$ cat src/hdl/dac_reg_pkg.sv
// Register map, field layout and reset values of the converter control bank
package dac_reg_pkg;

  // Register addresses
  localparam logic [3:0] ADDR_ID_STATUS    = 4'h0;
  localparam logic [3:0] ADDR_DELAY_CFG    = 4'h1;
  localparam logic [3:0] ADDR_FORMAT_CFG   = 4'h2;
  localparam logic [3:0] ADDR_OFFSET_MASK  = 4'h3;
  localparam logic [3:0] ADDR_ERROR_FLAGS  = 4'h4;
  localparam logic [3:0] ADDR_IFACE_CFG    = 4'h5;
  localparam logic [3:0] ADDR_POWER_CFG    = 4'h6;
  localparam logic [3:0] ADDR_GAIN_CFG     = 4'h7;
  localparam logic [3:0] ADDR_LOOP_RESTART = 4'h8;
  localparam logic [3:0] ADDR_RESERVED_A   = 4'h9;
  localparam logic [3:0] ADDR_LOOP_TUNING  = 4'hA;
  localparam logic [3:0] ADDR_RESERVED_B   = 4'hB;
  localparam logic [3:0] ADDR_OFFSET_HIGH  = 4'hC;
  localparam logic [3:0] ADDR_OFFSET_LOW   = 4'hD;
  localparam logic [3:0] ADDR_SOUT_SELECT  = 4'hE;
  localparam logic [3:0] ADDR_RESERVED_C   = 4'hF;

  // Reset values, highest address first
  localparam logic [15:0][7:0] RST_REGS = {
    8'h00, 8'h00, 8'h00, 8'h00, 8'h00, 8'h00, 8'h00, 8'h00,
    8'hFF, 8'h0C, 8'h00, 8'h00, 8'h70, 8'hC0, 8'h10, 8'h00};

  // Field positions
  localparam int LOCK_BIT      = 6;  // Identity register
  localparam int DELAY_MSB     = 7;  // Delay register
  localparam int DELAY_LSB     = 6;
  localparam int SELFTEST_BIT  = 3;
  localparam int RSHIFT_MSB    = 2;
  localparam int TWOS_BIT      = 7;  // Format register
  localparam int SIF4_BIT      = 7;  // Interface register
  localparam int SYNC_DIS_BIT  = 4;

  // Serial framing
  localparam int         INSTR_READ_BIT = 7;
  localparam logic [4:0] INSTR_BITS     = 5'h08;
  localparam logic [4:0] XFER_BITS      = 5'h10;

  // Data path widths
  localparam int SAMPLE_W = 16;
  localparam int PTR_W    = 3;

endpackage : dac_reg_pkg

$ cat src/hdl/dac_control_register_bank.sv
// Serial-access control and status registers of the converter
//
// What this block does
// - Status bit shows delay loop lock
// - Fixed revision and part identity fields read
// - Identity register top bit reads zero
// - Delay field delays samples one-four cycles
// - Self test enable bit starts core test
// - Signed read shift sets output pointer offset
// - Shift applied each alignment unless disabled
// - Format bit selects signed or offset binary
// - Delay and format registers reset 10, C0
`timescale 1ns/1ps
module dac_control_register_bank
  import dac_reg_pkg::*;
#(
  parameter logic [2:0] PART_ID  = 3'h5,  // Arbitrary value
  parameter logic [1:0] REG_REV  = 2'h0   // Arbitrary value
) (
  input  wire logic                clk,
  input  wire logic                sys_rst,
  input  wire logic                sclk,
  input  wire logic                sdenb_n,
  input  wire logic                sdio_in,
  output logic                     sdio_out,
  output logic                     sdio_oe,
  output logic                     sdo,
  input  wire logic                dll_lock,
  input  wire logic                sync_in,
  input  wire logic [SAMPLE_W-1:0] sample_in,
  output logic      [SAMPLE_W-1:0] sample_out,
  output logic      [PTR_W-1:0]    write_ptr,
  output logic      [PTR_W-1:0]    read_ptr,
  output logic                     core_selftest_enable
);

  ////////////////////////////////////////////////////////////////////////////
  // State

  typedef enum logic [1:0] {
    SER_IDLE  = 2'b00,  // Deselected
    SER_SHIFT = 2'b01,  // Taking or giving bits
    SER_DONE  = 2'b10   // Frame full, wait for deselect
  } ser_state_t;

  typedef struct packed {
    logic [15:0][7:0] regs;        // Register storage
    logic [2:0]       sclk_s;      // Bit 0 is first sync stage
    logic [2:0]       cs_s;        // Select sync, active low
    logic [1:0]       din_s;       // Serial data sync
    logic [1:0]       lock_s;      // Lock level sync
    logic [2:0]       sync_s;      // Alignment pin sync
    logic             sync_pulse;  // One cycle per alignment edge
    ser_state_t       state;       // Serial frame state
    logic [4:0]       bit_cnt;     // Bits taken this frame
    logic [7:0]       shift;       // Incoming shift register
    logic [7:0]       instr;       // Captured instruction byte
    logic [7:0]       rd_shift;    // Outgoing read data
    logic             sdio_out;    // Three-wire data out
    logic             sdio_oe;     // Three-wire drive enable
    logic             sdo;         // Four-wire data out
    logic             selftest;    // Self test run level
    logic             twos;        // Registered format select
  } bank_state_t;

  // Select sync starts deselected so reset is not followed by a false frame start
  localparam bank_state_t RESET_ST = '{regs:  RST_REGS,
                                       cs_s:  3'h7,
                                       state: SER_IDLE,
                                       twos:  1'b1,
                                       default: '0};

  bank_state_t st_reg;
  bank_state_t st_next;

  logic                rise;        // Serial clock rising
  logic                fall;        // Serial clock falling
  logic                selected;    // Frame in progress
  logic                four_wire;   // Read data leaves on sdo
  logic [7:0]          wr_data;     // Completed write byte
  logic [7:0]          id_word;     // Identity register value
  logic [SAMPLE_W-1:0] fmt_sample;  // Sample in signed form

  ////////////////////////////////////////////////////////////////////////////
  // Read view

  // Reserved registers read zero; lock comes from the synchroniser
  function automatic logic [7:0] read_value(input logic [3:0]       addr,
                                            input logic [15:0][7:0] regs,
                                            input logic [7:0]       idw);
    logic [7:0] v;
    v = regs[addr];
    if (addr == ADDR_ID_STATUS) begin
      v = idw;
    end else if (addr == ADDR_RESERVED_A || addr == ADDR_RESERVED_B ||
                 addr == ADDR_RESERVED_C) begin
      v = 8'h00;
    end
    return v;
  endfunction : read_value

  // Identity word: top bit zero, lock, unused zero, identity, revision
  assign id_word = {1'b0, st_reg.lock_s[1], 1'b0, PART_ID, REG_REV};

  ////////////////////////////////////////////////////////////////////////////
  // Next state

  // Serial slave: instruction byte then one data byte, MSB first.
  // Bits are taken on sclk rise and given on sclk fall.
  always_comb begin
    st_next        = st_reg;
    st_next.sclk_s = {st_reg.sclk_s[1:0], sclk};
    st_next.cs_s   = {st_reg.cs_s[1:0], sdenb_n};
    st_next.din_s  = {st_reg.din_s[0], sdio_in};
    st_next.lock_s = {st_reg.lock_s[0], dll_lock};
    st_next.sync_s = {st_reg.sync_s[1:0], sync_in};
    // Alignment edge taken from the settled stages only
    st_next.sync_pulse = st_reg.sync_s[1] & ~st_reg.sync_s[2];
    st_next.selftest   = st_reg.regs[ADDR_DELAY_CFG][SELFTEST_BIT];
    st_next.twos       = st_reg.regs[ADDR_FORMAT_CFG][TWOS_BIT];

    rise      = st_reg.sclk_s[1] & ~st_reg.sclk_s[2];
    fall      = ~st_reg.sclk_s[1] & st_reg.sclk_s[2];
    selected  = ~st_reg.cs_s[1];
    four_wire = st_reg.regs[ADDR_IFACE_CFG][SIF4_BIT];
    wr_data   = {st_reg.shift[6:0], st_reg.din_s[1]};

    if (!selected) begin
      // Deselect aborts any frame and releases the data pin
      st_next.state    = SER_IDLE;
      st_next.bit_cnt  = '0;
      st_next.sdio_oe  = 1'b0;
      st_next.sdio_out = 1'b0;
      st_next.sdo      = 1'b0;
    end else begin
      unique case (st_reg.state)
        SER_IDLE, SER_SHIFT: begin
          st_next.state = SER_SHIFT;
          if (rise) begin
            st_next.shift   = wr_data;
            st_next.bit_cnt = st_reg.bit_cnt + 5'h01;
            // Instruction complete: latch it and fetch read data
            if (st_reg.bit_cnt == INSTR_BITS - 5'h01) begin
              st_next.instr    = wr_data;
              st_next.rd_shift = read_value(wr_data[3:0], st_reg.regs, id_word);
            end
            // Data byte complete: store if writable
            if (st_reg.bit_cnt == XFER_BITS - 5'h01) begin
              st_next.state = SER_DONE;
              if (!st_reg.instr[INSTR_READ_BIT] &&
                  st_reg.instr[3:0] != ADDR_ID_STATUS &&
                  st_reg.instr[3:0] != ADDR_RESERVED_A &&
                  st_reg.instr[3:0] != ADDR_RESERVED_B &&
                  st_reg.instr[3:0] != ADDR_RESERVED_C) begin
                st_next.regs[st_reg.instr[3:0]] = wr_data;
              end
            end
          end else if (fall && st_reg.instr[INSTR_READ_BIT] &&
                       st_reg.bit_cnt >= INSTR_BITS) begin
            // Read data goes out one bit per falling edge
            st_next.rd_shift = {st_reg.rd_shift[6:0], 1'b0};
            if (four_wire) begin
              st_next.sdo     = st_reg.rd_shift[7];
              st_next.sdio_oe = 1'b0;
            end else begin
              st_next.sdio_out = st_reg.rd_shift[7];
              st_next.sdio_oe  = 1'b1;
            end
          end
        end
        SER_DONE: begin
          // Further clocks are ignored until deselect
          st_next.state = SER_DONE;
        end
        default: begin
          st_next.state = SER_IDLE;
        end
      endcase
    end
  end

  // State register; reset loads the documented defaults
  always_ff @(posedge clk) begin
    if (sys_rst) begin
      st_reg <= RESET_ST;
    end else begin
      st_reg <= st_next;
    end
  end

  ////////////////////////////////////////////////////////////////////////////
  // Data path

  // Offset binary is turned to signed by flipping the sign bit
  assign fmt_sample = st_reg.twos ? sample_in :
                      {~sample_in[SAMPLE_W-1], sample_in[SAMPLE_W-2:0]};

  // Output delay taken straight from the delay field
  sample_delay_line #(
    .WIDTH (SAMPLE_W)
  ) u_delay (
    .clk       (clk),
    .sys_rst   (sys_rst),
    .delay_sel (st_reg.regs[ADDR_DELAY_CFG][DELAY_MSB:DELAY_LSB]),
    .din       (fmt_sample),
    .dout      (sample_out)
  );

  // Buffer pointers; realignment can be disabled from the interface register
  read_pointer_adjust u_ptr (
    .clk         (clk),
    .sys_rst     (sys_rst),
    .align_pulse (st_reg.sync_pulse),
    .align_dis   (st_reg.regs[ADDR_IFACE_CFG][SYNC_DIS_BIT]),
    .rd_shift    (st_reg.regs[ADDR_DELAY_CFG][RSHIFT_MSB:0]),
    .wr_ptr      (write_ptr),
    .rd_ptr      (read_ptr)
  );

  assign sdio_out             = st_reg.sdio_out;
  assign sdio_oe              = st_reg.sdio_oe;
  assign sdo                  = st_reg.sdo;
  assign core_selftest_enable = st_reg.selftest;

  ////////////////////////////////////////////////////////////////////////////
  // Checks

  a_lock_follows: assert property (@(posedge clk) disable iff (sys_rst)
    $past(sys_rst, 2) == 1'b0 |-> id_word[LOCK_BIT] == $past(dll_lock, 2))
    else $error("lock status does not follow the lock input");
  a_identity_fixed: assert property (@(posedge clk) disable iff (sys_rst)
    id_word[4:0] == {PART_ID, REG_REV})
    else $error("identity fields changed");
  a_top_bit_zero: assert property (@(posedge clk) disable iff (sys_rst)
    id_word[7] == 1'b0 && id_word[5] == 1'b0)
    else $error("identity top bit not zero");
  a_selftest_level: assert property (@(posedge clk) disable iff (sys_rst)
    ##1 core_selftest_enable == $past(st_reg.regs[ADDR_DELAY_CFG][SELFTEST_BIT]))
    else $error("self test enable does not follow its bit");
  a_format_offset: assert property (@(posedge clk) disable iff (sys_rst)
    !st_reg.twos |-> fmt_sample[SAMPLE_W-1] != sample_in[SAMPLE_W-1])
    else $error("offset binary sign not flipped");
  a_format_signed: assert property (@(posedge clk) disable iff (sys_rst)
    st_reg.twos |-> fmt_sample == sample_in)
    else $error("signed input altered");
  a_reset_values: assert property (@(posedge clk) disable iff (sys_rst)
    $past(sys_rst) |-> st_reg.regs[ADDR_DELAY_CFG] == 8'h10 &&
                       st_reg.regs[ADDR_FORMAT_CFG] == 8'hC0)
    else $error("configuration reset values wrong");
  a_id_not_written: assert property (@(posedge clk) disable iff (sys_rst)
    st_next.regs[ADDR_ID_STATUS] == st_reg.regs[ADDR_ID_STATUS])
    else $error("identity register storage written");

  c_write_frame: cover property (@(posedge clk) disable iff (sys_rst)
    st_reg.state == SER_DONE && !st_reg.instr[INSTR_READ_BIT]);
  c_read_frame: cover property (@(posedge clk) disable iff (sys_rst)
    st_reg.state == SER_DONE && st_reg.instr[INSTR_READ_BIT]);
  c_align_seen: cover property (@(posedge clk) disable iff (sys_rst)
    st_reg.sync_pulse);

endmodule : dac_control_register_bank

$ cat src/hdl/read_pointer_adjust.sv
// Input buffer pointers with read shift applied at each alignment pulse unless align_dis is set
`timescale 1ns/1ps
module read_pointer_adjust
  import dac_reg_pkg::*;
(
  input  wire logic             clk,
  input  wire logic             sys_rst,
  input  wire logic             align_pulse,
  input  wire logic             align_dis,
  input  wire logic [2:0]       rd_shift,
  output logic      [PTR_W-1:0] wr_ptr,
  output logic      [PTR_W-1:0] rd_ptr
);

  typedef struct packed {
    logic [PTR_W-1:0] wr;  // Input pointer
    logic [PTR_W-1:0] rd;  // Output pointer
  } ptr_state_t;

  ptr_state_t st_reg;
  ptr_state_t st_next;

  // Both pointers walk once per sample; alignment reloads the read side
  always_comb begin
    st_next    = st_reg;
    st_next.wr = st_reg.wr + 3'h1;
    if (align_pulse && !align_dis) begin
      st_next.rd = st_next.wr + rd_shift;
    end else begin
      st_next.rd = st_reg.rd + 3'h1;
    end
  end

  // State register
  always_ff @(posedge clk) begin
    if (sys_rst) begin
      st_reg <= '0;
    end else begin
      st_reg <= st_next;
    end
  end

  assign wr_ptr = st_reg.wr;
  assign rd_ptr = st_reg.rd;

  a_shift_applied: assert property (@(posedge clk) disable iff (sys_rst)
    align_pulse && !align_dis |=> rd_ptr == wr_ptr + $past(rd_shift))
    else $error("read shift not applied on alignment");
  a_shift_held: assert property (@(posedge clk) disable iff (sys_rst)
    align_pulse && align_dis |=> rd_ptr == $past(rd_ptr) + 3'h1)
    else $error("read pointer moved while alignment disabled");
  c_shift_minus4: cover property (@(posedge clk) disable iff (sys_rst)
    align_pulse && !align_dis && rd_shift == 3'h4);

endmodule : read_pointer_adjust

$ cat src/hdl/sample_delay_line.sv
// Programmable one to four cycle delay on the converter sample path
`timescale 1ns/1ps
module sample_delay_line
  import dac_reg_pkg::*;
#(
  parameter int WIDTH = SAMPLE_W
) (
  input  wire logic             clk,
  input  wire logic             sys_rst,
  input  wire logic [1:0]       delay_sel,
  input  wire logic [WIDTH-1:0] din,
  output logic      [WIDTH-1:0] dout
);

  typedef struct packed {
    logic [3:0][WIDTH-1:0] pipe;  // Tap 0 is one cycle old
    logic [WIDTH-1:0]      out;   // Registered selected tap
  } dly_state_t;

  dly_state_t st_reg;
  dly_state_t st_next;

  // Shift the taps and pick one; tap choice is combinational so a change
  // of the delay may repeat or skip up to three samples
  always_comb begin
    st_next         = st_reg;
    st_next.pipe[0] = din;
    for (int i = 1; i < 4; i++) begin
      st_next.pipe[i] = st_reg.pipe[i-1];
    end
    st_next.out = st_next.pipe[delay_sel];
  end

  // State register
  always_ff @(posedge clk) begin
    if (sys_rst) begin
      st_reg <= '0;
    end else begin
      st_reg <= st_next;
    end
  end

  assign dout = st_reg.out;

  a_delay_three: assert property (@(posedge clk) disable iff (sys_rst)
    (delay_sel == 2'h3) [*2] |-> dout == $past(din, 4))
    else $error("sample delay of three is wrong");
  a_delay_zero: assert property (@(posedge clk) disable iff (sys_rst)
    $past(delay_sel) == 2'h0 |-> dout == $past(din))
    else $error("sample delay of zero is wrong");
  c_delay_max: cover property (@(posedge clk) disable iff (sys_rst)
    delay_sel == 2'h3 [*4]);

endmodule : sample_delay_line

$ cat config.mk
export PLATFORM = sky130hd
export DESIGN_NAME = dac_control_register_bank
export DESIGN_NICKNAME = d
export VERILOG_FILES = /design/src/hdl/dac_reg_pkg.sv /design/src/hdl/dac_control_register_bank.sv /design/src/hdl/read_pointer_adjust.sv /design/src/hdl/sample_delay_line.sv
export SDC_FILE = /design/constraint.sdc
export NUM_CORES = 1
export LEC_CHECK = 0
export BUFFER_PORTS_ARGS = -buffer_cell sky130_fd_sc_hd__buf_2
export CAP_MARGIN = 20
export CORE_MARGIN = 2
export CORE_UTILIZATION = 43
export DETAILED_ROUTE_END_ITERATION = 10
export REMOVE_ABC_BUFFERS = 1
export SETUP_SLACK_MARGIN = 0.05
export SYNTH_ARGS = -nofsm -noshare
export SYNTH_HDL_FRONTEND = slang
export SYNTH_SLANG_ARGS = --single-unit
$ cat constraint.sdc
create_clock -name clk -period 2.24 [get_ports clk]
set_input_delay 0.224 -clock clk [delete_from_list [all_inputs] [get_ports clk]]
set_output_delay 0.224 -clock clk [all_outputs]
set_load 0.02 [all_outputs]
# [Yosys cells after proc, flatten, opt, wreduce, memory -nomap -nowiden]
# Index checks and enable logic that the tools add are counted.
[classes] add_sub_neg=4 n_lt_le_gt_ge=5 n_eq_ne=11 mux=20 n_bitwise=10 n_reduce_logical=26
[op_table] operator="bitwise mux 128 bit" count=1
[op_table] operator="2-to-1 mux 16 bit" count=3
[op_table] operator="2-to-1 mux 8 bit" count=5
[op_table] operator="binary-select mux 16 bit (select 2 bit)" count=1
[op_table] operator="binary-select mux 8 bit (select 4 bit)" count=1
[op_table] operator="demux 8 bit (select 4 bit)" count=1
[op_table] operator="2-to-1 mux 23 bit" count=1
[op_table] operator="AND reduction 4 bit" count=4
[op_table] operator="equality test 4 bit (second input constant)" count=3
[op_table] operator="!= test 4 bit (second input constant)" count=3
[op_table] operator="2-to-1 mux 11 bit" count=1
[op_table] operator="< comparator 4 x 5 -> 1 bit (second input constant)" count=2
[op_table] operator="logical AND 1 bit" count=8
[op_table] operator="NOT 1 bit" count=7
[op_table] operator="adder 3 x 1 -> 3 bit (second input constant)" count=2
[op_table] operator="AND reduction 3 bit" count=2
[op_table] operator="adder 5 x 1 -> 5 bit (second input constant)" count=1
[op_table] operator="equality test 5 x 3 -> 1 bit (second input constant)" count=1
[op_table] operator="equality test 5 x 4 -> 1 bit (second input constant)" count=1
[op_table] operator=">= comparator 5 x 4 -> 1 bit (second input constant)" count=1
[op_table] operator="AND reduction 5 bit" count=1
[op_table] operator=">= comparator 4 x 1 -> 1 bit (second input constant)" count=1
[op_table] operator="logical NOT 4 bit" count=1
[op_table] operator="one-hot mux 2 bit (2 select lines)" count=1
[op_table] operator="16 further kinds" count=23
[totals] reg_bits=247 inputBits=23 wordCells=114

# [Depth between registers and ports, before layout]
[logic_depth] ltp_word=8 depth_mapped=10 depth_no_buf=8

# [Cells and area by module]
# From an unflattened synthesis, not the netlist that was laid out.
[hier_totals] hier_cells=947 hier_area_um2=9546.7
[modules_own_cells] mod="dac_control_register_bank" n_inst=1 cells_each=743 area_each_um2=7155.6 seq_area_each_um2=3443.3
[modules_own_cells] mod="sample_delay_line" n_inst=1 cells_each=175 area_each_um2=2103.3 seq_area_each_um2=1281.2
[modules_own_cells] mod="read_pointer_adjust" n_inst=1 cells_each=29 area_each_um2=287.8 seq_area_each_um2=120.1

# [Worst setup path before layout]
# Ideal clock, no wire load.
[synth_timing] kind="reg2reg" startpoint="reg st_reg[29] (netlist bit)" endpoint="reg st_reg[154] (netlist bit)" t_arrival_ns=1.971 t_required_ns=2.112 path_slack_ns=0.141 stages_incl_launch_ff=10 synth_period_minus_slack_ns=2.099 path_cell_list="dfxtp_1 ha_1 and3_1 ha_1 nand3b_1 nor2b_1 buf_2 nand4_1 mux2i_1 nor2_1"
[synth_via] elab_chain_cells=2
[synth_rtl] item="start: declaration" line="dac_control_register_bank.sv:73" source="bank_state_t st_reg;"
[synth_rtl] item="start signal: assignment" line="dac_control_register_bank.sv:187" source="st_reg <= st_next;"
[synth_rtl] item="equality test 5 x 4 -> 1 bit" line="dac_control_register_bank.sv:148" source="if (st_reg.bit_cnt == XFER_BITS - 5'h01) begin"
[synth_rtl] item="AND reduction 5 bit (no source line)"
# Every way passes these cells.
# A chain may end at the register's enable or synchronous reset.

# [Worst setup path in the final report]
[layout_timing] startpoint="reg st_reg[30] (netlist bit)" endpoint="reg st_reg[80] (netlist bit)"
# The elaborated chain is that of the path after synthesis.

==> run summary <==
Die Ht: 152 µm
Max clock buf depth: 3
Non-Filler Cell Area, Final: 11,200 µm²
clock transition at the registers of the reported paths: 0.06 ns
Max-Cap Viols: 0
WL/cell: 16.1 µm
Final Slew Violations: 0
Max Fclk: 0.484 GHz
Starting Density: 0.435
minimum clock period: 2.07 ns
pwr dens: 822 nW/µm²
Arr. time, crit path: 2.49 ns
n_diodes: 0
drt drc: 0
hpwl dp: 13,100 µm
initial antenna violation count: 0
worst path required time: 2.66 ns
final hold violation count: 0
Hold Crit Class: reg2reg
# IOs: 49
worst-path fanout max: 11
Routed Wire Length: 21,000 µm
clock root buffer: clkbuf_16
startpoint types: register
Warnings, synthesis: 0
cts bufs inserted: 27
H-tree Lvls: 1
flip-flop count of the largest register after layout: 157
asr flop ratio synth: 0
Die W: 152 µm
Final ANT Viol Nets: 0
post-synthesis sequential area ratio: 0.517
commonest non-fill, non-tap cell in the layout: dfxtp_1
GR Util All Layers: 0.180
Port Buffers: 48
NetSw: 1.96 mW
Yosys cell types: 48
vias per std cell: 5.14
fin cells: 1,307
P&R area growth vs syn: 18.8%
GRT overflow: 0
internal power: 7.22 mW
outcome: finished clean
register bit count reported by yosys: 243
RSZ-0062 raised after global routing: yes
slew margin rel.: 0.494
GPL Wtd Cong: 0.816
sequential power share: 0.481
Power, Total: 9.18 mW
cell count after synthesis: 947
first drt pass iteration count: 4
Placed Instance Area: 10,000 µm²
crit share post-route: 0.923
vias in the first global route: 6,250
die area: 23,100 µm²
filler instances: 1,953
combinational share of power: 0.036
Clock power frac: 0.483
Row Count: 54
most frequent cells in the layout: dfxtp_1, nand2_1, nor2b_1
final setup vio count: 0
largest net degree at the start of global routing: 112
dpl cells: 1,234
initial drt markers: 445
syn_area_per_cell: 9.93 µm²
Skew-Pair Late Insertion Delay: 0.53 ns
share of layout cells above drive strength 1: 0.182
setup TNS: 0 ns
Lkg Pwr: 4.19 nW
final net count: 1,037
Fin Clk Skew: 0.0136 ns
Crit Path Class: reg2reg
Vias: 6,713
Worst-Margin Slew: 0.758 ns
global-route wire length before repair: 34,100 µm
number of flops mapped to enable cells by yosys: 0
CTS tree: built
Num Clock Sinks: 243
critical path endpoint category: register
Net Sw Frac: 0.214
core area: 21,600 µm²
Max IR drop VDD: 0.541 mV
synthesized cell area: 9400 µm²
Post-synth top flop: dfxtp_1
==> worst max-delay path, cell delays in order (launching register included) <==
cell,delay (ns)
dfxtp_1,0.36
ha_1,0.17
and3_1,0.16
ha_1,0.14
nand3b_1,0.15
nor2b_2,0.24
buf_6,0.16
nand4_1,0.09
buf_4,0.20
a211o_1,0.30
==> power groups by stage <==
| stage | logic (mW) | clock network, mW | registers [mW] |
|---|---|---|---|
| floorplan | 0.109 | 0 | 4.55 |
| global placement | 0.298 | 0 | 4.52 |
| detailed placement | 0.300 | 0 | 4.52 |
| CTS | 0.333 | 4.54 | 4.42 |
| global route | 0.359 | 4.71 | 4.43 |
| finish | 0.328 | 4.43 | 4.42 |
==> logic make-up (layout without fill, tap and decap cells) <==
family                     Yosys count  after routing  synth area share
xor gates and xnor gates             8              8           0.00745
AOI/OAI and AO/OA                  122            122            0.0784
and+or+nand+nor                    410            410             0.212
buffers and inverters               84            164            0.0369
DFF                                243            243             0.517
adders and majority gates            7              7            0.0101
muxes                               73             73             0.138
==> final timing paths <==
kind / start / endpoint / slack, ns / depth (start not counted)
worst min-delay path: st_reg[39] / st_reg[36] / 0.38 / 1
worst min register to register: st_reg[39] / st_reg[36] / 0.38 / 1
worst max register to register: st_reg[30] / st_reg[80] / 0.17 / 9
worst max-delay path: st_reg[30] / st_reg[80] / 0.17 / 9
==> stage by stage <==
step	utilization	setup slack [ns]	hold slack [ns]
after floorplan	-	-0.591	0.293
after global placement	0.463	0.115	0.375
after detailed placement	0.463	0.0836	0.379
after global routing	0.517	0.0159	0.403
final	0.517	0.173	0.382
after CTS	0.516	0.0693	0.387
==> cells in the mapped netlist (all sizes together), types with 4 or more instances <==
| cell type | count | share of area |
|---|---|---|
| buf | 17 | 0.010 |
| and2 | 4 | 0.0027 |
| ha | 6 | 0.0080 |
| or2 | 4 | 0.0027 |
| clkbuf | 55 | 0.022 |
| mux4 | 45 | 0.11 |
| o22ai | 7 | 0.0053 |
| xor2 | 4 | 0.0037 |
| a22oi | 9 | 0.0072 |
| o21ai | 8 | 0.0043 |
| nand3 | 16 | 0.0085 |
| and3 | 9 | 0.0060 |
| a211o | 11 | 0.010 |
| inv | 11 | 0.0044 |
| nor3 | 6 | 0.0032 |
| a21oi | 72 | 0.038 |
| nor2 | 56 | 0.022 |
| a2111oi | 4 | 0.0037 |
| a211oi | 5 | 0.0040 |
| dfxtp | 243 | 0.52 |
| nand3b | 7 | 0.0056 |
| nor2b | 113 | 0.075 |
| mux2i | 27 | 0.029 |
| nand4 | 8 | 0.0053 |
| xnor2 | 4 | 0.0037 |
| nand2 | 174 | 0.070 |
==> timing repair <==
item                                    in CTS  in global routing
endpoints found under the hold margin       27                  0
setup buffers                                0                  0
hold buffers                                24                  0
endpoints found under the setup margin       0                 81
gates resized for setup                      0                 10
==> final cells by class <==
class                      count  area [µm²]  area share
timing repair buffer         103         798      0.0715
tap                          280         350      0.0314
sequential                   243        4870       0.436
clock inverter                11         116      0.0104
clock buffer                  38         787      0.0705
inverter                      12        45.0     0.00403
multi-input combinational    620        4210       0.377
==> metal layers <==
layer / global-route usage / vias up / wire length (µm)
met2: 0.279 / 134 / 9410
met4: 0.0512 / 0 / 556
met3: 0.0257 / 33 / 956
li1: - / 3336 / -
met1: 0.264 / 3210 / 10100
met5: 0 / - / 0
Power figures use the tool's default switching activity.
